--- config.mk ---
export PLATFORM = sky130hd
export DESIGN_NAME = mpc_regs
export DESIGN_NICKNAME = d
export VERILOG_FILES = /design/src/rtl/mpc_pin_drive.v /design/src/rtl/mpc_regs.v
export VERILOG_INCLUDE_DIRS = /design/src /design/src/pkg
export SDC_FILE = /design/constraint.sdc
export NUM_CORES = 1
export LEC_CHECK = 0
export ABC_AREA = 0
export BUFFER_PORTS_ARGS = -buffer_cell sky130_fd_sc_hd__buf_2
export CELL_PAD_IN_SITES_DETAIL_PLACEMENT = 1
export CELL_PAD_IN_SITES_GLOBAL_PLACEMENT = 1
export CORE_ASPECT_RATIO = 0.7
export CORE_MARGIN = 8
export CORE_UTILIZATION = 46
export CTS_CLUSTER_DIAMETER = 100
export DETAILED_ROUTE_END_ITERATION = 8
export PLACE_DENSITY = 0.91
export SETUP_SLACK_MARGIN = 0.5
export SLEW_MARGIN = 20
export SYNTH_ARGS = -nofsm -noshare
export SYNTH_HDL_FRONTEND = slang
export SYNTH_HIERARCHICAL = 1
export SYNTH_SLANG_ARGS = --single-unit
export TNS_END_PERCENT = 50
--- constraint.sdc ---
create_clock -name clk -period 4.1 [get_ports clk]
set_input_delay 0.205 -clock clk [delete_from_list [all_inputs] [get_ports clk]]
set_output_delay 0.205 -clock clk [all_outputs]
set_load 0.05 [all_outputs]
--- src/pkg/mpc_consts.vh ---
// Functional notes
// - Bit 7 of misc config starts converter with capacitor discharge sequence.
// - Bit 6 delays converter power-up by the interval bit 5 selects.
// - Bit 5 picks delay: 0 gives 64-128 ms, 1 gives 256-512 ms.
// - Bit 4 asserts hard reset after selected clock missing for 2 ms.
// - Misc config bits 3-0 read zero; software writes only zero there.
// - Pin function 0 off, 1 input, 2 general output, 3 interrupt; reset 3.
// - Codes 4, 5, 6 route PDM clock, primary data, secondary data.
// - Code 9 drives secondary bit clock, code 10 general clock out.
// - Code 12 muxes both data outputs; daisy out offered; 14-15 reserved.
// - Drive field sets output stage; reset 2; codes 6-7 reserved.
// - Drive field ignored while pin carries serial data output.
// - Pin config bit 3 reads zero; software writes only zero there.
`ifndef MPC_CONSTS_VH
`define MPC_CONSTS_VH
// ----------------------------------------
// Register indexes, byte address is four times index
// ----------------------------------------
`define MPC_IDX_MISC      8'h07
`define MPC_IDX_PIN1      8'h0a
`define MPC_IDX_OUTPIN    8'h0c
`define MPC_IDX_CTRL      8'h10
`define MPC_IDX_STATUS    8'h11
// ----------------------------------------
// Reset values and field positions
// ----------------------------------------
`define MPC_RST_MISC      8'h00
`define MPC_RST_PIN1      8'h32
`define MPC_RST_OUTPIN    8'h00
`define MPC_MISC_WMASK    8'hf0
`define MPC_PIN1_WMASK    8'hf7
`define MPC_BIT_DISCH     7
`define MPC_BIT_DLYEN     6
`define MPC_BIT_DLYSEL    5
`define MPC_BIT_CLKRST    4
// ----------------------------------------
// Pin function codes
// ----------------------------------------
`define MPC_FN_OFF        4'h0
`define MPC_FN_IN         4'h1
`define MPC_FN_GPO        4'h2
`define MPC_FN_IRQ        4'h3
`define MPC_FN_PDM        4'h4
`define MPC_FN_PDOUT      4'h5
`define MPC_FN_SDOUT      4'h6
`define MPC_FN_SBCLK      4'h9
`define MPC_FN_CLKO       4'ha
`define MPC_FN_MUXD       4'hc
`define MPC_FN_DAISY      4'hd
// ----------------------------------------
// Timing, 250 MHz clock
// ----------------------------------------
`define MPC_CLK_KHZ       250000
`define MPC_DLY_SHORT_MS  64
`define MPC_DLY_LONG_MS   256
`define MPC_CLKLOSS_MS    2
`define MPC_DLY_SHORT_CYC (`MPC_DLY_SHORT_MS * `MPC_CLK_KHZ)
`define MPC_DLY_LONG_CYC  (`MPC_DLY_LONG_MS * `MPC_CLK_KHZ)
`define MPC_CLKLOSS_CYC   (`MPC_CLKLOSS_MS * `MPC_CLK_KHZ)
`define MPC_CAPDIS_CYC    16
`define MPC_RSTPULSE_CYC  16
`endif

--- src/rtl/mpc_pin_drive.v ---
`timescale 1ns/1ns
`include "mpc_consts.vh"
module mpc_pin_drive (
  // Selected level and drive mode
  input  wire       level,
  input  wire [2:0] drive,
  // Pin stage
  output reg        pin_o,
  output reg        pin_oe,
  output reg        weak_pull_up,
  output reg        weak_pull_dn
);
  // ----------------------------------------
  // Output stage decode
  // ----------------------------------------
  always @* begin
    pin_o        = level;
    pin_oe       = 1'b0;
    weak_pull_up = 1'b0;
    weak_pull_dn = 1'b0;
    case (drive)
      3'h1: pin_oe = 1'b1;
      3'h2: begin
        pin_oe       = ~level;
        weak_pull_up = level;
      end
      3'h3: pin_oe = ~level;
      3'h4: begin
        pin_oe       = level;
        weak_pull_dn = ~level;
      end
      3'h5: pin_oe = level;
      default: pin_oe = 1'b0;
    endcase
  end
endmodule // mpc_pin_drive

--- src/rtl/mpc_regs.v ---
`timescale 1ns/1ns
`include "mpc_consts.vh"
module mpc_regs #(
  parameter [31:0] SHORT_DLY_CYC = `MPC_DLY_SHORT_CYC,
  parameter [31:0] LONG_DLY_CYC  = `MPC_DLY_LONG_CYC,
  parameter [31:0] CLKLOSS_CYC   = `MPC_CLKLOSS_CYC
) (
  // Clock and reset
  input  wire        clk,
  input  wire        rst_b,
  // Avalon-MM slave
  input  wire [7:0]  avs_address,
  input  wire        avs_read,
  input  wire        avs_write,
  input  wire [31:0] avs_writedata,
  input  wire [3:0]  avs_byteenable,
  output reg  [31:0] avs_readdata,
  output reg         avs_waitrequest,
  // Converter control
  input  wire        converter_start,
  input  wire        selected_clock_in,
  output reg         cap_discharge_ff,
  output reg         converter_power_ff,
  output reg         hard_reset_ff,
  // Pin sources
  input  wire        gpo_level,
  input  wire        irq_level,
  input  wire        pdm_clock_out,
  input  wire        primary_serial_data_out,
  input  wire        secondary_serial_data_out,
  input  wire        secondary_bit_clock,
  input  wire        general_clock_out,
  input  wire        serial_data_mux_sel,
  input  wire        daisy_data_out,
  // Multi-purpose pin 1
  input  wire        multi_purpose_pin_1_i,
  output reg         multi_purpose_pin_1_o,
  output reg         multi_purpose_pin_1_oe,
  output reg         pin1_weak_up_ff,
  output reg         pin1_weak_dn_ff,
  output reg         pin1_input_ff
);
  // ----------------------------------------
  // Registers
  // ----------------------------------------
  reg  [7:0]  misc_ff;
  reg  [7:0]  pin1_ff;
  reg  [7:0]  outpin_ff;
  reg         ack_ff;
  reg  [31:0] dly_cnt_ff;
  reg  [31:0] loss_cnt_ff;
  reg  [4:0]  dis_cnt_ff;
  reg  [4:0]  rp_cnt_ff;
  reg  [1:0]  st_ff;
  reg  [2:0]  ck_sync_ff;
  reg  [2:0]  in_sync_ff;
  reg         ck_last_ff;
  reg         start_last_ff;
  reg         sel_level;
  reg  [2:0]  sel_drive;
  reg         serial_fn;
  wire        pin_o;
  wire        pin_oe;
  wire        w_up;
  wire        w_dn;
  wire        wr_hit;
  wire        ck_edge;
  wire [31:0] dly_target;

  localparam [1:0] ST_OFF   = 2'h0;
  localparam [1:0] ST_DISCH = 2'h1;
  localparam [1:0] ST_DELAY = 2'h2;
  localparam [1:0] ST_ON    = 2'h3;

  function [7:0] merge;
    input [7:0] old_v;
    input [7:0] new_v;
    input [7:0] wmask;
    begin
      merge = (old_v & ~wmask) | (new_v & wmask);
    end
  endfunction

  // ----------------------------------------
  // Bus slave, one wait cycle per access
  // ----------------------------------------
  assign wr_hit = avs_write & ~ack_ff & avs_byteenable[0];

  always @(posedge clk) begin
    if (!rst_b) begin
      ack_ff          <= 1'b0;
      avs_waitrequest <= 1'b1;
      avs_readdata    <= 32'h0;
      misc_ff         <= `MPC_RST_MISC;
      pin1_ff         <= `MPC_RST_PIN1;
      outpin_ff       <= `MPC_RST_OUTPIN;
    end else begin
      ack_ff          <= (avs_read | avs_write) & ~ack_ff;
      avs_waitrequest <= ~((avs_read | avs_write) & ~ack_ff);
      if (wr_hit) begin
        case (avs_address)
          `MPC_IDX_MISC:   misc_ff <= merge(misc_ff, avs_writedata[7:0],
                                            `MPC_MISC_WMASK);
          `MPC_IDX_PIN1:   pin1_ff <= merge(pin1_ff, avs_writedata[7:0],
                                            `MPC_PIN1_WMASK);
          `MPC_IDX_OUTPIN: outpin_ff <= avs_writedata[7:0];
          default: ;
        endcase
      end
      if (avs_read & ~ack_ff) begin
        case (avs_address)
          `MPC_IDX_MISC:   avs_readdata <= {24'h0, misc_ff};
          `MPC_IDX_PIN1:   avs_readdata <= {24'h0, pin1_ff};
          `MPC_IDX_OUTPIN: avs_readdata <= {24'h0, outpin_ff};
          `MPC_IDX_STATUS: avs_readdata <= {27'h0, pin1_input_ff, hard_reset_ff,
                                            st_ff, cap_discharge_ff};
          default:         avs_readdata <= 32'h0;
        endcase
      end
    end
  end

  // ----------------------------------------
  // Converter start sequence
  // ----------------------------------------
  assign dly_target = misc_ff[`MPC_BIT_DLYSEL] ? LONG_DLY_CYC : SHORT_DLY_CYC;

  always @(posedge clk) begin
    if (!rst_b) begin
      st_ff              <= ST_OFF;
      start_last_ff      <= 1'b0;
      dis_cnt_ff         <= 5'h0;
      dly_cnt_ff         <= 32'h0;
      cap_discharge_ff   <= 1'b0;
      converter_power_ff <= 1'b0;
    end else begin
      start_last_ff <= converter_start;
      case (st_ff)
        ST_OFF: begin
          dis_cnt_ff <= 5'h0;
          dly_cnt_ff <= 32'h0;
          if (converter_start & ~start_last_ff) begin
            if (misc_ff[`MPC_BIT_DISCH]) begin
              st_ff            <= ST_DISCH;
              cap_discharge_ff <= 1'b1;
            end else if (misc_ff[`MPC_BIT_DLYEN]) begin
              st_ff <= ST_DELAY;
            end else begin
              st_ff              <= ST_ON;
              converter_power_ff <= 1'b1;
            end
          end
        end
        ST_DISCH: begin
          dis_cnt_ff <= dis_cnt_ff + 5'h1;
          if (dis_cnt_ff == `MPC_CAPDIS_CYC - 1) begin
            cap_discharge_ff <= 1'b0;
            if (misc_ff[`MPC_BIT_DLYEN]) begin
              st_ff <= ST_DELAY;
            end else begin
              st_ff              <= ST_ON;
              converter_power_ff <= 1'b1;
            end
          end
        end
        ST_DELAY: begin
          dly_cnt_ff <= dly_cnt_ff + 32'h1;
          if (dly_cnt_ff >= dly_target - 32'h1) begin
            st_ff              <= ST_ON;
            converter_power_ff <= 1'b1;
          end
        end
        ST_ON: begin
          if (!converter_start) begin
            st_ff              <= ST_OFF;
            converter_power_ff <= 1'b0;
          end
        end
        default: st_ff <= ST_OFF;
      endcase
    end
  end

  // ----------------------------------------
  // Clock loss watchdog
  // ----------------------------------------
  assign ck_edge = (ck_sync_ff[1] == ck_sync_ff[2]) & (ck_sync_ff[2] != ck_last_ff);

  always @(posedge clk) begin
    if (!rst_b) begin
      ck_sync_ff    <= 3'h0;
      ck_last_ff    <= 1'b0;
      loss_cnt_ff   <= 32'h0;
      rp_cnt_ff     <= 5'h0;
      hard_reset_ff <= 1'b0;
    end else begin
      ck_sync_ff <= {ck_sync_ff[1:0], selected_clock_in};
      if (ck_sync_ff[1] == ck_sync_ff[2])
        ck_last_ff <= ck_sync_ff[2];
      if (ck_edge | ~misc_ff[`MPC_BIT_CLKRST])
        loss_cnt_ff <= 32'h0;
      else if (loss_cnt_ff != CLKLOSS_CYC)
        loss_cnt_ff <= loss_cnt_ff + 32'h1;
      if (hard_reset_ff) begin
        rp_cnt_ff <= rp_cnt_ff + 5'h1;
        if (rp_cnt_ff == `MPC_RSTPULSE_CYC - 1) begin
          hard_reset_ff <= 1'b0;
          rp_cnt_ff     <= 5'h0;
        end
      end else if (misc_ff[`MPC_BIT_CLKRST] && loss_cnt_ff == CLKLOSS_CYC - 1) begin
        hard_reset_ff <= 1'b1;
      end
    end
  end

  // ----------------------------------------
  // Pin function select
  // ----------------------------------------
  always @* begin
    sel_level = 1'b0;
    sel_drive = pin1_ff[2:0];
    serial_fn = 1'b0;
    case (pin1_ff[7:4])
      `MPC_FN_OFF:   sel_drive = 3'h0;
      `MPC_FN_IN:    sel_drive = 3'h0;
      `MPC_FN_GPO:   sel_level = gpo_level;
      `MPC_FN_IRQ:   sel_level = irq_level;
      `MPC_FN_PDM:   sel_level = pdm_clock_out;
      `MPC_FN_PDOUT: begin
        sel_level = primary_serial_data_out;
        serial_fn = 1'b1;
      end
      `MPC_FN_SDOUT: begin
        sel_level = secondary_serial_data_out;
        serial_fn = 1'b1;
      end
      `MPC_FN_SBCLK: sel_level = secondary_bit_clock;
      `MPC_FN_CLKO:  sel_level = general_clock_out;
      `MPC_FN_MUXD: begin
        sel_level = serial_data_mux_sel ? secondary_serial_data_out
                                        : primary_serial_data_out;
        serial_fn = 1'b1;
      end
      `MPC_FN_DAISY: begin
        sel_level = daisy_data_out;
        serial_fn = 1'b1;
      end
      default:       sel_drive = 3'h0;
    endcase
    if (serial_fn)
      sel_drive = 3'h1;
  end

  mpc_pin_drive u_drive (
    .level        (sel_level),
    .drive        (sel_drive),
    .pin_o        (pin_o),
    .pin_oe       (pin_oe),
    .weak_pull_up (w_up),
    .weak_pull_dn (w_dn)
  );

  always @(posedge clk) begin
    if (!rst_b) begin
      multi_purpose_pin_1_o  <= 1'b0;
      multi_purpose_pin_1_oe <= 1'b0;
      pin1_weak_up_ff        <= 1'b0;
      pin1_weak_dn_ff        <= 1'b0;
      in_sync_ff             <= 3'h0;
      pin1_input_ff          <= 1'b0;
    end else begin
      multi_purpose_pin_1_o  <= pin_o;
      multi_purpose_pin_1_oe <= pin_oe;
      pin1_weak_up_ff        <= w_up;
      pin1_weak_dn_ff        <= w_dn;
      in_sync_ff             <= {in_sync_ff[1:0], multi_purpose_pin_1_i};
      if (in_sync_ff[1] == in_sync_ff[2])
        pin1_input_ff <= in_sync_ff[2];
    end
  end
endmodule // mpc_regs

# ---- After elaboration in Yosys (flattened, before gate mapping)
# Cells that the tools add are included.
dict set report totals {
  ff_bits 150
  out_inout_bits 41
  in_bits 60
}
dict set report op_classes {
  n_eq_ne 34
  n_lt_le_gt_ge 1
  n_reduce_logical 17
  n_addsub 5
  mux 32
  n_bitwise 16
}
# cell count
set op_table {}
lappend op_table {{adder 32 x 1 -> 32 bit, second input constant} 2}
lappend op_table {{one-hot mux 32 bit (2 select lines)} 1}
lappend op_table {{== test 32 x 19 -> 1 bit, second input constant} 1}
lappend op_table {{>= comparator 32 bit} 1}
lappend op_table {{inequality test 32 x 19 -> 1 bit, second input constant} 1}
lappend op_table {{one-hot mux 8 bit (4 select lines)} 1}
lappend op_table {{subtractor 26 x 1 -> 27 bit, second input constant} 1}
lappend op_table {{2-to-1 mux 26 bit} 1}
lappend op_table {{== test 4 bit, second input constant} 4}
lappend op_table {{== test 8 x 4 -> 1 bit, second input constant} 2}
lappend op_table {{OR 4 x 8 -> 8 bit} 2}
lappend op_table {{2-to-1 mux 1 bit} 15}
lappend op_table {{== test 4 x 3 -> 1 bit, second input constant} 3}
lappend op_table {{inequality test 2 bit, second input constant} 6}
lappend op_table {{adder 5 x 1 -> 5 bit, second input constant} 2}
lappend op_table {{== test 5 x 4 -> 1 bit, second input constant} 2}
lappend op_table {{2-to-1 mux 2 bit} 5}
lappend op_table {{one-hot mux 5 bit (2 select lines)} 1}
lappend op_table {{AND reduction 2 bit} 5}
lappend op_table {{one-hot mux 1 bit (9 select lines)} 1}
lappend op_table {{OR reduction 9 bit} 1}
lappend op_table {{== test 4 x 2 -> 1 bit, second input constant} 2}
lappend op_table {{== test 8 x 3 -> 1 bit, second input constant} 1}
lappend op_table {{== test 8 x 5 -> 1 bit, second input constant} 1}
lappend op_table {{23 further kinds} 43}

# ---- Longest topological paths before layout
# Gate-level depths: netlist (run 1).
dict set report depth {
  ltp_word 7
  mapped_depth 10
}

# ---- Cells and area by module
# Netlist (run 1), hierarchy kept.
# module area_each_um2 cells_per_inst instances
set modules_own_cells {}
lappend modules_own_cells {mpc_regs 6107.1 721 1}
lappend modules_own_cells {mpc_pin_drive 37.5 6 1}

# ---- Least setup slack after synthesis (run 1)
# Ideal clock, no wire load.
dict set report synth_timing {
  path_type {register to register}
  from {register st_ff[0]}
  to {register dly_cnt_ff[28]}
  period_less_slack_ps 1840
  path_stages_with_launch 9
  arrival_ps 1770
  slack_ps 2260
  t_required_ps 4030
  cell_sequence {dfxtp_1 > inv_1 > ha_1 > nand4_1 > nor4_4 > and3_1 > nand2_1 > or2_1 > a21oi_1}
}
dict set report synth_between {
  elab_chain_cells 2
  elab_cells_between_ends 4
  cone_classes {1 x eq/ne; 1 x mux; 2 x reduce/logical}
}
# item line
set synth_lines {}
lappend synth_lines {{start: declaration} mpc_regs.v:54} ;# reg [1:0] st_ff;
lappend synth_lines {{start signal: assignment} mpc_regs.v:130} ;# st_ff <= ST_OFF;
lappend synth_lines {{start signal: assignment} mpc_regs.v:144} ;# st_ff <= ST_DISCH;
lappend synth_lines {{start signal: assignment} mpc_regs.v:147} ;# st_ff <= ST_DELAY;
lappend synth_lines {{== test 2 bit or zero test 2 bit (tied branches)} mpc_regs.v:138} ;# case (st_ff)
lappend synth_lines {{one-hot mux 32 bit (2 select lines) or nonzero test 2 bit (tied branches)} n/a}
lappend synth_lines {{end signal: assignment} mpc_regs.v:167} ;# dly_cnt_ff <= dly_cnt_ff + 32'h1;
lappend synth_lines {{end: declaration} mpc_regs.v:50} ;# reg [31:0] dly_cnt_ff;
# Several ways; a longest one is shown, not always the timed one.
# A chain may end at the register's enable or synchronous reset.

# ---- Worst setup path after layout (run 1)
# Ends and elaborated chain as after synthesis.

==> results of run 1 <==
==> synthesized netlist by cell type (3+ instances only) <==
cell type	instances
sky130_fd_sc_hd__and2_1	12
sky130_fd_sc_hd__o21ai_0	23
sky130_fd_sc_hd__o211ai_1	13
sky130_fd_sc_hd__a21oi_1	55
sky130_fd_sc_hd__nor2_1	84
sky130_fd_sc_hd__and3_1	10
sky130_fd_sc_hd__xnor2_1	6
sky130_fd_sc_hd__a22oi_1	6
sky130_fd_sc_hd__nor3b_1	3
sky130_fd_sc_hd__nand3_1	52
sky130_fd_sc_hd__buf_1	7
sky130_fd_sc_hd__or2_2	3
sky130_fd_sc_hd__nor2b_1	7
sky130_fd_sc_hd__a222oi_1	3
sky130_fd_sc_hd__nor4b_1	4
sky130_fd_sc_hd__nor3_1	12
sky130_fd_sc_hd__nor4_4	5
sky130_fd_sc_hd__or3_1	14
sky130_fd_sc_hd__and4_1	3
sky130_fd_sc_hd__nand4_1	15
sky130_fd_sc_hd__ha_1	18
sky130_fd_sc_hd__buf_4	25
sky130_fd_sc_hd__o21a_1	4
sky130_fd_sc_hd__inv_1	21
sky130_fd_sc_hd__nor4_1	6
sky130_fd_sc_hd__mux2_2	5
sky130_fd_sc_hd__a221oi_1	4
sky130_fd_sc_hd__nand3b_1	7
sky130_fd_sc_hd__nand2b_1	6
sky130_fd_sc_hd__dfxtp_1	121
sky130_fd_sc_hd__mux2i_1	20
sky130_fd_sc_hd__nand2_1	66
sky130_fd_sc_hd__clkbuf_1	18
sky130_fd_sc_hd__xor2_1	20
sky130_fd_sc_hd__o31ai_1	8
sky130_fd_sc_hd__a41oi_1	3
==> worst paths after layout <==
kind,to,slack [ns],start
worst max-delay path,dly_cnt_ff[28]$_SDFFE_PN0P_,1.26,st_ff[0]$_SDFFE_PN0P_
worst min register to register,in_sync_ff[1]$_SDFF_PN0_,0.44,in_sync_ff[0]$_SDFF_PN0_
worst min-delay path,pin1_ff[1]$_SDFFE_PN1P_,0.05,avs_writedata[1]
worst max register to register,dly_cnt_ff[28]$_SDFFE_PN0P_,1.26,st_ff[0]$_SDFFE_PN0P_
==> cell families (layout without fill, tap and decap cells) <==
| logic type | count (synthesis) | in the layout | share of synthesized area, % |
|---|---|---|---|
| buf+inv | 76 | 106 | 6.52 |
| mux | 25 | 25 | 4.17 |
| compound gates | 132 | 132 | 13.4 |
| xor+xnor | 26 | 26 | 3.71 |
| fa+ha+maj | 19 | 19 | 3.83 |
| simple gates | 327 | 327 | 28.9 |
| flops | 121 | 121 | 39.4 |
| other cells | 1 | 24 | 0.0610 |
==> area by class of cell <==
class                           instances  area, sq um  area share [%]
Clock buffer                           19          443            6.37
Clock inverter                         12          103            1.48
Inverter                               21         78.8            1.13
Multi-Input combinational cell        553         3410            49.1
Sequential cell                       121         2420            34.8
Tap cell                              166          208            2.99
Timing Repair Buffer                   54          288            4.14
==> placed cells by master (no fill, tap or decap), types with 4 or more instances in the layout <==
| master | instances |
|---|---|
| sky130_fd_sc_hd__a21oi_1 | 55 |
| sky130_fd_sc_hd__a221oi_1 | 4 |
| sky130_fd_sc_hd__a22oi_1 | 6 |
| sky130_fd_sc_hd__and2_1 | 12 |
| sky130_fd_sc_hd__and3_1 | 10 |
| sky130_fd_sc_hd__buf_2 | 49 |
| sky130_fd_sc_hd__clkbuf_16 | 17 |
| sky130_fd_sc_hd__clkinv_2 | 5 |
| sky130_fd_sc_hd__clkinvlp_4 | 4 |
| sky130_fd_sc_hd__conb_1 | 24 |
| sky130_fd_sc_hd__dfxtp_1 | 121 |
| sky130_fd_sc_hd__ha_1 | 18 |
| sky130_fd_sc_hd__inv_1 | 20 |
| sky130_fd_sc_hd__mux2_2 | 5 |
| sky130_fd_sc_hd__mux2i_1 | 20 |
| sky130_fd_sc_hd__nand2_1 | 66 |
| sky130_fd_sc_hd__nand2b_1 | 6 |
| sky130_fd_sc_hd__nand3_1 | 52 |
| sky130_fd_sc_hd__nand3b_1 | 7 |
| sky130_fd_sc_hd__nand4_1 | 15 |
| sky130_fd_sc_hd__nor2_1 | 84 |
| sky130_fd_sc_hd__nor2b_1 | 7 |
| sky130_fd_sc_hd__nor3_1 | 11 |
| sky130_fd_sc_hd__nor4_1 | 6 |
| sky130_fd_sc_hd__nor4_4 | 5 |
| sky130_fd_sc_hd__nor4b_1 | 4 |
| sky130_fd_sc_hd__o211ai_1 | 13 |
| sky130_fd_sc_hd__o21a_1 | 4 |
| sky130_fd_sc_hd__o21ai_0 | 23 |
| sky130_fd_sc_hd__o31ai_1 | 8 |
| sky130_fd_sc_hd__or3_1 | 14 |
| sky130_fd_sc_hd__xnor2_1 | 6 |
| sky130_fd_sc_hd__xor2_1 | 20 |
==> state kept, by name, summed over array words and instances, names as in the netlist, 2 cells and up <==
register	count
dis_cnt_ff	5
rp_cnt_ff	5
st_ff	2
avs_readdata	8
dly_cnt_ff	32
outpin_ff	8
loss_cnt_ff	32
ck_sync_ff	3
in_sync_ff	3
misc_ff	4
pin1_ff	7
==> through the flow <==
| stage | total power [W] | instance area [sq um] | hold WS (ns) |
|---|---|---|---|
| 6_report | 0.00318 | 6960 | 0.0513 |
| 5_1_grt | 0.00329 | 6960 | 0.0503 |
| 2_1_floorplan | 0.00166 | 6230 | 0.327 |
| 3_5_place_dp | 0.00178 | 6380 | 0.417 |
| 3_3_place_gp | 0.00174 | 6380 | 0.415 |
| 4_1_cts | 0.00318 | 6950 | 0.0444 |
==> power by group through the flow <==
stage          sequential, W  clock (W)  combinational (W)
3_5_place_dp         0.00126          0           0.000519
2_1_floorplan        0.00128          0           0.000381
6_report             0.00124    0.00141           0.000541
4_1_cts              0.00124    0.00142           0.000530
5_1_grt              0.00124    0.00147           0.000579
3_3_place_gp         0.00126          0           0.000486
==> routing by layer <==
| layer | up-vias | part of all wire, % |
|---|---|---|
| met5 | - | 0 |
| met2 | 186 | 48 |
| met3 | 62 | 5.2 |
| met1 | 2820 | 43 |
| li1 | 2620 | - |
| met4 | 0 | 3.3 |
==> worst register-to-register path, cell delays in order, from the launching register on <==
cell                      delay, ns
sky130_fd_sc_hd__dfxtp_1       0.36
sky130_fd_sc_hd__inv_1         0.11
sky130_fd_sc_hd__ha_1          0.69
sky130_fd_sc_hd__nand4_1       0.36
sky130_fd_sc_hd__nor4_4        0.53
sky130_fd_sc_hd__and3_1        0.29
sky130_fd_sc_hd__nand2_1       0.08
sky130_fd_sc_hd__or2_1         0.21
sky130_fd_sc_hd__a21oi_1       0.14
==> timing repair <==
| action | CTS | global route |
|---|---|---|
| gates resized for setup | 0 | 0 |
| hold endpoints to repair | 2 | 0 |
| setup buffers | 0 | 0 |
| hold buffers | 2 | 0 |
| setup endpoints to repair | 0 | 0 |
==> run summary, run 1 <==
The flow ran to the end, and the final reports show no timing, DRC or antenna violations. The internal power component came out at 0.00218 W. The count of final hold-check violations came out at 0. The switching power came out at 0.00100 W.

The number of synthesized flops with an enable pin is 0. The number of cells traversed by the worst hold path came out at 3. The worst slew margin relative to its limit came out at 31.0%. The global-route wire length before repair is 30700 microns. The final layout contains 846 nets. STA classifies the critical path startpoint as a flop.

The worst endpoint required time came out at 4.44 ns. In the routed design, unresolved DRC markers number 0. Across the run, the number of max-cap violations was 0. The number of global-route vias before repair came out at 6052. The setup TNS came out at 0 ns.

The number of buffers on the longest clock path is 2. The master cell of the clock root buffer is sky130_fd_sc_hd__clkbuf_16. The cell depth of the worst flop-to-flop path came out at 8. The die covers 0.0174 sq mm. The critical path goes through inv_1, ha_1, nand4_1, nor4_4, and3_1, nand2_1, or2_1, a21oi_1. In this run the number of cells on the critical path is 8. The routed layout has 5688 vias. The number of standard-cell rows in the floorplan is 35. The total track usage came out at 21.7%. The cell accounting for the most synthesized area is sky130_fd_sc_hd__dfxtp_1.

The buffering stage count on the worst path with inverters included is 1. In this run the power density over the cells is 458 mW/mm^2. The sum of routed wire length over all layers came out at 19000 microns. The kind of critical path is reg2reg.

The antenna diode count is 0. The maximum number of pins on one net before global-route repair came out at 43. After synthesis, the share of flip-flops with an asynchronous set or reset is 0%. The die height came out at 113 microns. The post-detailed-route wirelength per cell came out at 20.1 microns. The share of the synthesized area in the top cell type came out at 39.4%. Synthesis instantiated 64 different standard cells from the library. The final critical path takes up 69.4% of the cycle. The number of standard cells after synthesis is 727. On the critical path, the stage with the largest delay is an instance of sky130_fd_sc_hd__ha_1. Excluding fillers, the count of instances in the completed layout stands at 946. The actual slew at the worst max-slew pin is 1.03 ns.

The first-pass iteration count of the detailed router came out at 5. Ranked by total cell area, the synthesized netlist is headed by sky130_fd_sc_hd__dfxtp_1 (39%), sky130_fd_sc_hd__nor2_1 (5.1%), sky130_fd_sc_hd__a21oi_1 (4.5%). At the worst endpoint, the arrival time is 3.19 ns.

Cells with a size suffix above 1 make up 14.1% of the layout. In this run the cell area of the synthesized design comes to 0.00614 sq mm. The number of inserted filler cells in the final layout is 1536.

The sequential share of power is 38.9%. The slack of the critical path is 1.26 ns. The placement-stage worst setup slack is 1.32 ns. The met3 demand-to-capacity share in global routing came out at 5.94%. Of all nets on the critical path, the largest fanout is 21. The final-report setup violation count came out at 0. The core region area is 0.0131 sq mm. In the synthesized netlist the dominant register cell turns out to be sky130_fd_sc_hd__dfxtp_1. Among cell families on the critical path, the largest total delay comes from simple AND/OR/NAND/NOR gates. For this block, the initial DRC count from the detailed router was 334. The number of clock sinks came out at 121.

The post-layout utilization of the core came out at 53.1%. The final count of pins violating max slew was 0. The portion of total power attributed to the clock network is 44.1%. The setup clock skew after layout is 0.00884 ns. The maximum operating frequency is 0.352 GHz. After global routing, the most crowded layer is met2. The part of the total power dissipated in combinational logic is 17.0%. TritonCTS built the clock tree.

The switching portion of total power is 31.5%. After detailed placement, the design holds a cell count of 913. The count of boundary I/O pins is 101. Relative to the synthesized area, the layout overhead comes to 13.2%.

Setup repair after global routing left no endpoint under its margin. In this design, the stage delay of the slowest critical-path cell is 0.69 ns. The initial antenna violation count was 0. The number of input and output port buffers inserted is 49. The shortest period the worst path allows is 2.84 ns.

The count of nets left with antenna violations after detail routing is 0. The number of synthesized register bits came out at 121. The count of H-tree levels built during CTS is 4. The met1 demand-to-capacity share in global routing came out at 25.7%. TritonCTS created 17 clock buffers.

The clock slew seen by the registers of the worst setup and hold paths came out at 0.06 ns. The starting density of the core came out at 46.9%. The type of destination of the critical path is a flop.

The width of the die is 154 microns. In this run the worst hold path is classified as in2reg. The final RePlAce weighted congestion is 0.873.

A synthesized cell averages 8.45 sq um. The number of vias per cell came out at 6.01. The maximum resistive drop on vdd is 303 uV. The worst-skew pair later-pin latency is 0.42 ns.

The sequential element share of the synthesized area is 39.4%. The placed wire-length estimate came out at 12500 microns. During synthesis, Yosys emitted a total of 6 warnings. The met2 routing resource usage after global routing came out at 36.4%. The standby leakage power is 2.58 nW. The residual overflow from global routing is 0.
(Power assumes the default switching activity.)
==> run 2: changes to the inputs <==
Settings changed: ABC_AREA 0 to 1, CORE_UTILIZATION 46 to 37, PLACE_DENSITY 0.91 to 0.82.
Clock period 4.1 ns to 2.5 ns, I/O delays scaled along.
==> run 2 against run 1 <==
  * Non-clock buffer count increased by 17
  * Sequential cell count did not move
  * Count of clock-buffer cells in the layout increased by 5
  * Combinational power up 55%
  * Via count up 18%
  * Wire length rose by 8.9%
  * Sequential power rose by 65%
  * Area after synthesis rose by 8.8%
  * Maximum frequency increased by 48%
  * Clock power grew 94%
  * Critical endpoint is now dly_cnt_ff[30]$_SDFFE_PN0P_
  * Largest cell class unchanged
  * Highest routed layer unchanged
==> run summary, run 2 <==
The flow ran to the end, and the final reports show no timing, DRC or antenna violations. The number of standard cells after synthesis is 1005. The first-pass iteration count of the detailed router is 5. Counting instances in the post-synthesis netlist gives the leading cell types as sky130_fd_sc_hd__nand2_1 (224), sky130_fd_sc_hd__inv_1 (144), sky130_fd_sc_hd__dfxtp_1 (121), sky130_fd_sc_hd__nor2_1 (118), sky130_fd_sc_hd__a21oi_1 (80). The worst-skew pair later-pin latency came out at 0.43 ns.

The count of nets left with antenna violations after detail routing is 0. Setup repair after global routing could not meet its margin everywhere. The count of boundary I/O pins is 101.

The maximum resistive drop on vdd is 442 uV. The mean area per synthesized cell is 6.65 sq um. The post-detailed-route wirelength per cell came out at 15.6 microns. The share of the synthesized area in the top cell type came out at 36.2%. The number of clock sinks is 121. Ranked by total cell area, the synthesized netlist is headed by sky130_fd_sc_hd__dfxtp_1 (36%), sky130_fd_sc_hd__nand2_1 (13%), sky130_fd_sc_hd__inv_1 (8.1%). Leaving out fill and tap cells, the most frequent cells in the layout are sky130_fd_sc_hd__nand2_1 (223), sky130_fd_sc_hd__inv_1 (141), sky130_fd_sc_hd__dfxtp_1 (119). The number of buffers on the longest clock path is 2. The count of nets after finishing is 1152. Of all cell types, the one taking the most synthesized area is sky130_fd_sc_hd__dfxtp_1. The number of maximum-capacitance violations is 0. The core region area came out at 0.0179 sq mm. Counting flops with an async set or reset pin after synthesis yields a share of 0%. The worst path in the final design needs a cycle of 1.93 ns, including I/O delays and setup.

In this run the number of H-tree levels came out at 4. In this run the static leakage power is 3.19 nW. The antenna diode count came out at 0. The number of inserted filler cells in the final layout is 2382.

The initial antenna violation count is 0. The die is 128 microns tall. The worst pin sits at a relative slew slack of 61.2%.

The share of layout cells above drive strength 1 is 12.7%. The most frequently used cell type in the post-synthesis netlist is sky130_fd_sc_hd__nand2_1. The residual overflow from global routing is 0. STA puts the critical path data required time at 2.79 ns. The final RePlAce weighted congestion came out at 0.849. Of the available clock period, the critical path in the final layout requires 77.1%. Summing the sequential cell areas from Yosys gives 36.2% of the chip area. The starting density of the core came out at 37.4%. The count of final hold-check violations came to 0. The count of vias placed by the detailed router is 6708. Summed over all nets, the half-perimeter wirelength after detailed placement is 15000 microns. The number of vias per cell came out at 5.07. The setup clock skew after layout is 0.0119 ns. The first global-routing pass estimated 35000 microns of wire.

The mapped netlist covers 0.00668 sq mm. The total track usage is 18.9%. The actual slew at the worst max-slew pin is 0.582 ns. The final-report setup violation count came out at 0. The maximum number of pins on one net before global-route repair came out at 56. The full die area came out at 0.0227 sq mm.

The final standard cell count with taps included and fillers excluded came out at 1322. STA classifies the critical path endpoint as a flop. Along the worst path, the maximum fanout reaches 4.

Counting flops and latches in the post-synthesis netlist gives 121. The master cell of the clock root buffer is sky130_fd_sc_hd__clkbuf_16. In the routed design, unresolved DRC markers number 0. The number of violations reported at the end of detailed-routing iteration 0 came out at 390. The distinct cell type count after synthesis is 40.

The area growth from synthesis to layout is 19.0%. The final count of pins violating max slew is 0. The number of standard-cell rows in the floorplan came out at 41. TritonCTS built the clock tree. After clock tree synthesis, the clock-pin slew on the worst setup and hold paths is 0.05 ns.

The data arrival at the endpoint of the critical path is 2.22 ns. The total number of yosys warnings came out at 6. For the final routed database, the setup TNS stands at 0 ns.

The width of the die is 177 microns. The post-placement cell count came out at 1278. Timing would allow up to 0.519 GHz. The synthesized design contains 0 enable-type register cells. The number of input and output port buffers inserted came out at 49. Leaving out fill and tap cells, the most frequent cell in the layout is sky130_fd_sc_hd__nand2_1. The worst setup path is of the reg2reg kind. The kind of path behind the tightest hold check is in2reg. The number of global-route vias before repair was 7101. Clock tree synthesis inserted a total of 17 buffers.

Among all flip-flop cells after synthesis, the most frequent one is sky130_fd_sc_hd__dfxtp_1. The kind of launch point of the worst setup path is a flop. The power density normalized to cell area is 706 mW/mm^2.

After detailed routing, the total wire length is 20700 microns. The largest registers in the layout are dly_cnt_ff x32, loss_cnt_ff x32.
## run 2: changes by cell type in the layout (fill, tap and decap cells not counted), sizes merged, moves of 9 or more
| cell | change |
|---|---|
| nand2 | +164 |
| inv | +125 |
| nor2 | +47 |
| o21ai | +37 |
| a21oi | +25 |
| nor3 | +23 |
| mux2i | -20 |
| xor2 | -16 |
| or3 | -15 |
| nand4 | +13 |
| and2 | -12 |
| nor4 | -12 |
| dlygate4sd3 | +9 |
## run 2: critical path: stages (launching register included)
cell	delay, ns
sky130_fd_sc_hd__dfxtp_1	0.42
sky130_fd_sc_hd__ha_1	0.22
sky130_fd_sc_hd__nand2_1	0.12
sky130_fd_sc_hd__nor3_4	0.28
sky130_fd_sc_hd__inv_1	0.09
sky130_fd_sc_hd__nor2_1	0.34
sky130_fd_sc_hd__nand3_1	0.15
sky130_fd_sc_hd__nand3_1	0.13
sky130_fd_sc_hd__a21oi_1	0.07
## run 2: where the power goes
part | total [W] | switching [W] | internal, W | leakage [nW]
Combinational | 0.000838 | 0.000614 | 0.000223 | 1.89
Clock | 0.00274 | 0.000895 | 0.00184 | 0.314
Sequential | 0.00204 | 0.0000563 | 0.00198 | 0.979
## run 2: cell families (layout without fill, tap and decap cells)
group,Yosys count,count (layout),synth area share [%]
buffers and inverters,192,250,12.4
other,1,24,0.0561
xor gates and xnor gates,4,4,0.524
adders and majority gates,18,18,3.37
DFF,121,121,36.2
and+or+nand+nor,498,498,33.4
AOI/OAI and AO/OA,171,171,14.0
## run 2: cell type report
cell class	count	area (sq um)	area share, %
multi-input cells	715	3590	45.1
flip-flops and latches	121	2420	30.5
inverters	148	559	7.03
clock buffers	24	482	6.06
repair buffers	71	438	5.51
well taps	236	295	3.71
clock inverters	7	164	2.06
## run 2: final timing paths
| kind | start | endpoint | slack (ns) | cells after the start |
|---|---|---|---|---|
| max | dly_cnt_ff[0]$_SDFFE_PN0P_ | dly_cnt_ff[30]$_SDFFE_PN0P_ | 0.57 | 8 |
| min | irq_level | multi_purpose_pin_1_o$_SDFF_PN0_ | 0.1 | 5 |
| max reg2reg | dly_cnt_ff[0]$_SDFFE_PN0P_ | dly_cnt_ff[30]$_SDFFE_PN0P_ | 0.57 | 8 |
| min reg2reg | ck_sync_ff[0]$_SDFF_PN0_ | ck_sync_ff[1]$_SDFF_PN0_ | 0.42 | 2 |
## run 2: per-stage QoR
| step | util (%) | total power, W | hold WS, ns | area, sq um | setup WS (ns) |
|---|---|---|---|---|---|
| floorplan | - | 0.00260 | 0.218 | 6770 | 0.840 |
| global placement | 39.8 | 0.00282 | 0.324 | 7110 | 0.431 |
| detailed placement | 39.8 | 0.00284 | 0.325 | 7110 | 0.353 |
| CTS | 44.1 | 0.00562 | 0.0875 | 7870 | 0.505 |
| global route | 44.5 | 0.00582 | 0.130 | 7950 | 0.438 |
| finish | 44.5 | 0.00561 | 0.0989 | 7950 | 0.573 |
## run 2: routing by layer
layer	vias up	global-route usage [%]	part of all wire, %
met5	-	0	0
met2	116	31.2	46
met4	0	5.42	1.1
li1	3365	-	-
met3	20	3.78	3.6
met1	3207	24.7	49
## run 2: repair_timing
item | CTS | global route
pin swaps | 0 | 2
setup endpoints to repair | 7 | 22
hold endpoints to repair | 16 | 0
hold buffers | 11 | 0
buffers inserted | 0 | 2
resized for setup | 3 | 19
==> run 3: changes to the inputs <==
Settings changed: CORE_UTILIZATION 37 to 41, PLACE_DENSITY 0.82 to 0.86.
Clock period 2.5 ns to 1.8 ns, I/O delays scaled along.
==> run 3 against run 2 <==
  * The run now ends with setup timing left
  * Clock skew grew 0.0054 ns
  * Sequential cell count unchanged
  * Non-clock buffer count up 106
  * Largest cell class unchanged
  * Sequential power up 38%
  * Cell count rose by 7.4%
  * First-iteration DRC count up 110%
  * Setup slack got worse by 0.88 ns
  * Die area down 8.7%
==> run summary, run 3 (synthesized netlist as in run 2, its figures left out) <==
The clock reaches the later pin of the worst-skew pair after 0.44 ns. In this run the power density over the cells is 863 mW/mm^2. The number of input and output port buffers inserted came out at 49. The number of global-route vias before repair is 8280. In the layout the commonest cells are sky130_fd_sc_hd__nand2_1 (174), sky130_fd_sc_hd__inv_1 (110), sky130_fd_sc_hd__buf_4 (78).

The standby leakage power is 4.26 nW. The final count of pins violating max slew was 0. The width of the die came out at 169 microns.

The starting density of the core came out at 41.4%. The highest cell delay on the worst timing path is 0.34 ns. The post-detailed-route wirelength per cell is 26.4 microns. The number of CTS-inserted buffers is 17. During I/O placement, the number of pins put on the boundary was 101. After layout, the worst setup slack is -0.311 ns. The post-layout utilization of the core came out at 63.9%. The first-pass iteration count of the detailed router came out at 5. The total overflow left after global routing is 0. TritonCTS built the clock tree. Across the run, the number of max-cap violations was 0. Setup repair after global routing could not meet its margin everywhere. The type of destination of the critical path is a flop.

The share of layout cells above drive strength 1 is 45.1%. The maximum resistive drop on vdd came out at 719 uV. The shortest period the worst path allows came out at 2.11 ns.

The run finished, with violations left. The kind of path behind the tightest hold check is in2reg. The total track usage came out at 26.6%. The clock net in this run drives a total of 121 sinks. The critical path starts at st_ff[0]$_SDFFE_PN0P_. CTS placed an instance of sky130_fd_sc_hd__clkbuf_16 at the clock tree root. The number of violations reported at the end of detailed-routing iteration 0 is 823. The setup clock skew after layout is 0.0173 ns. The DRC violation count after routing came out at 0. The final-report setup violation count came out at 5. Data on the critical path arrives at its endpoint at 2.46 ns.

Clock-pin slew was measured on the worst setup and hold paths at 0.06 ns. Entering global routing, the biggest net connects 56 pins. The checks that failed: setup timing.

In this run the remaining antenna-violating nets after routing total 0. The slowest stage cell on the critical path is sky130_fd_sc_hd__dfxtp_2. The count of vias placed by the detailed router is 8659. The maximum operating frequency came out at 0.474 GHz. In this run the critical register-to-register path is launched from st_ff[0]$_SDFFE_PN0P_.

The highest net fanout along the worst path is 5. The critical path is of the reg2reg type. The kind of launch point of the worst setup path is a flop. The count of H-tree levels built during CTS came out at 4. The library cell used most frequently in the layout, excluding fill and tap cells, is sky130_fd_sc_hd__nand2_1. The number of buffers on the longest clock path is 2. The sum of routed wire length over all layers is 37600 microns. The core region area is 0.0162 sq mm. For the worst setup path, the data required time is 2.15 ns.

The wire-length estimate of the detail-placed layout is 15200 microns. Counting stages on the worst path, the most repeated cell is sky130_fd_sc_hd__nor2_1. The count of final hold-check violations is 0.

In the final layout, the registers with the most flip-flops are dly_cnt_ff x32, loss_cnt_ff x32. After floorplanning, the core was divided into 39 placement rows. The die height is 123 microns.

Traced cell by cell, the critical path runs through inv_4, ha_4, inv_1, nor2_1, nand3_1, nor2_1, nand2_1, nor2_1, nand2_2, nand4_1, nand2_1, nor2_1. Compared with the post-synthesis result, the final layout area differs by 54.4%. The startpoint of the lowest-slack hold path is avs_read. The net count of the finished layout is 1260. The repair_antennas step left the layout with diodes totalling 0. The floorplan step defined a die boundary enclosing 0.0207 sq mm.

The placement-stage worst setup slack came out at 0.0741 ns. The number of vias per cell is 6.10. The global-route wire length before repair is 43800 microns.

The part of the cycle the worst path needs is 117%. The initial antenna violation count is 0. The final RePlAce weighted congestion came out at 0.834.
run 3: cell types whose count changed in the layout (fill, tap and decap cells not counted), moves of 31 or more:
cell,change
sky130_fd_sc_hd__buf_6,+32
sky130_fd_sc_hd__nor2_1,-47
sky130_fd_sc_hd__nand2_2,+37
sky130_fd_sc_hd__nand2_1,-49
sky130_fd_sc_hd__dfxtp_1,-56
sky130_fd_sc_hd__inv_1,-31
sky130_fd_sc_hd__buf_4,+67
run 3: metal layers:
layer	global-route usage (%)	vias to the layer above	share of wire (%)
met4	12.5	0	8.5
li1	-	3596	-
met5	0	-	0
met1	30.6	4194	35
met3	5.14	266	8.3
met2	47.6	603	48
run 3: critical path, delay by kind of cell, from the launching register on:
family / cells / cell delay (ns)
buffers and inverters: 2 / 0.25
adder cells (fa/ha/maj): 1 / 0.17
AND/OR/NAND/NOR: 9 / 1.25
flip-flops: 1 / 0.34
run 3: layout make-up:
cell class / count / area (sq um)
fill: 1923 / 5830
multi-input combinational: 715 / 4750
tap: 225 / 282
sequential: 121 / 2560
timing repair buffer: 177 / 1460
timing repair inverter: 2 / 23.8
inverter: 148 / 606
clock inverter: 11 / 168
clock buffer: 21 / 470
run 3: what timing repair did:
action	4_1_cts	5_1_grt
hold buffers	11	0
hold endpoints to repair	18	0
pin swaps	60	105
endpoints found under the setup margin	91	105
gates cloned	2	1
setup buffers	55	38
resized for setup	193	273
run 3: where the power goes:
| group | switching [W] | internal (W) |
|---|---|---|
| logic | 0.00140 | 0.000759 |
| registers | 0.0000954 | 0.00273 |
| clock network | 0.00150 | 0.00243 |
| total | 0.00299 | 0.00592 |
run 3: per-stage QoR:
step / setup TNS, ns / hold WS (ns) / cells / cell area (sq um) / power [W]
floorplan: 0 / 0.183 / 1028 / 6910 / 0.00367
global placement: 0 / 0.271 / 1281 / 7360 / 0.00401
detailed placement: 0 / 0.281 / 1281 / 7360 / 0.00406
CTS: 0 / 0.0255 / 1381 / 9130 / 0.00817
global route: -1.37 / 0.0887 / 1420 / 10300 / 0.00903
finish: -0.879 / 0.0633 / 1420 / 10300 / 0.00891
run 3: path summary, 6_finish.rpt:
check,endpoint,slack [ns],cells past startpoint
hold reg to reg,in_sync_ff[1]$_SDFF_PN0_,0.44,2
setup reg to reg,converter_power_ff$_SDFFE_PN0P_,-0.31,12
hold / removal,avs_readdata[6]$_SDFFE_PN0P_,0.06,5
setup / recovery,converter_power_ff$_SDFFE_PN0P_,-0.31,12
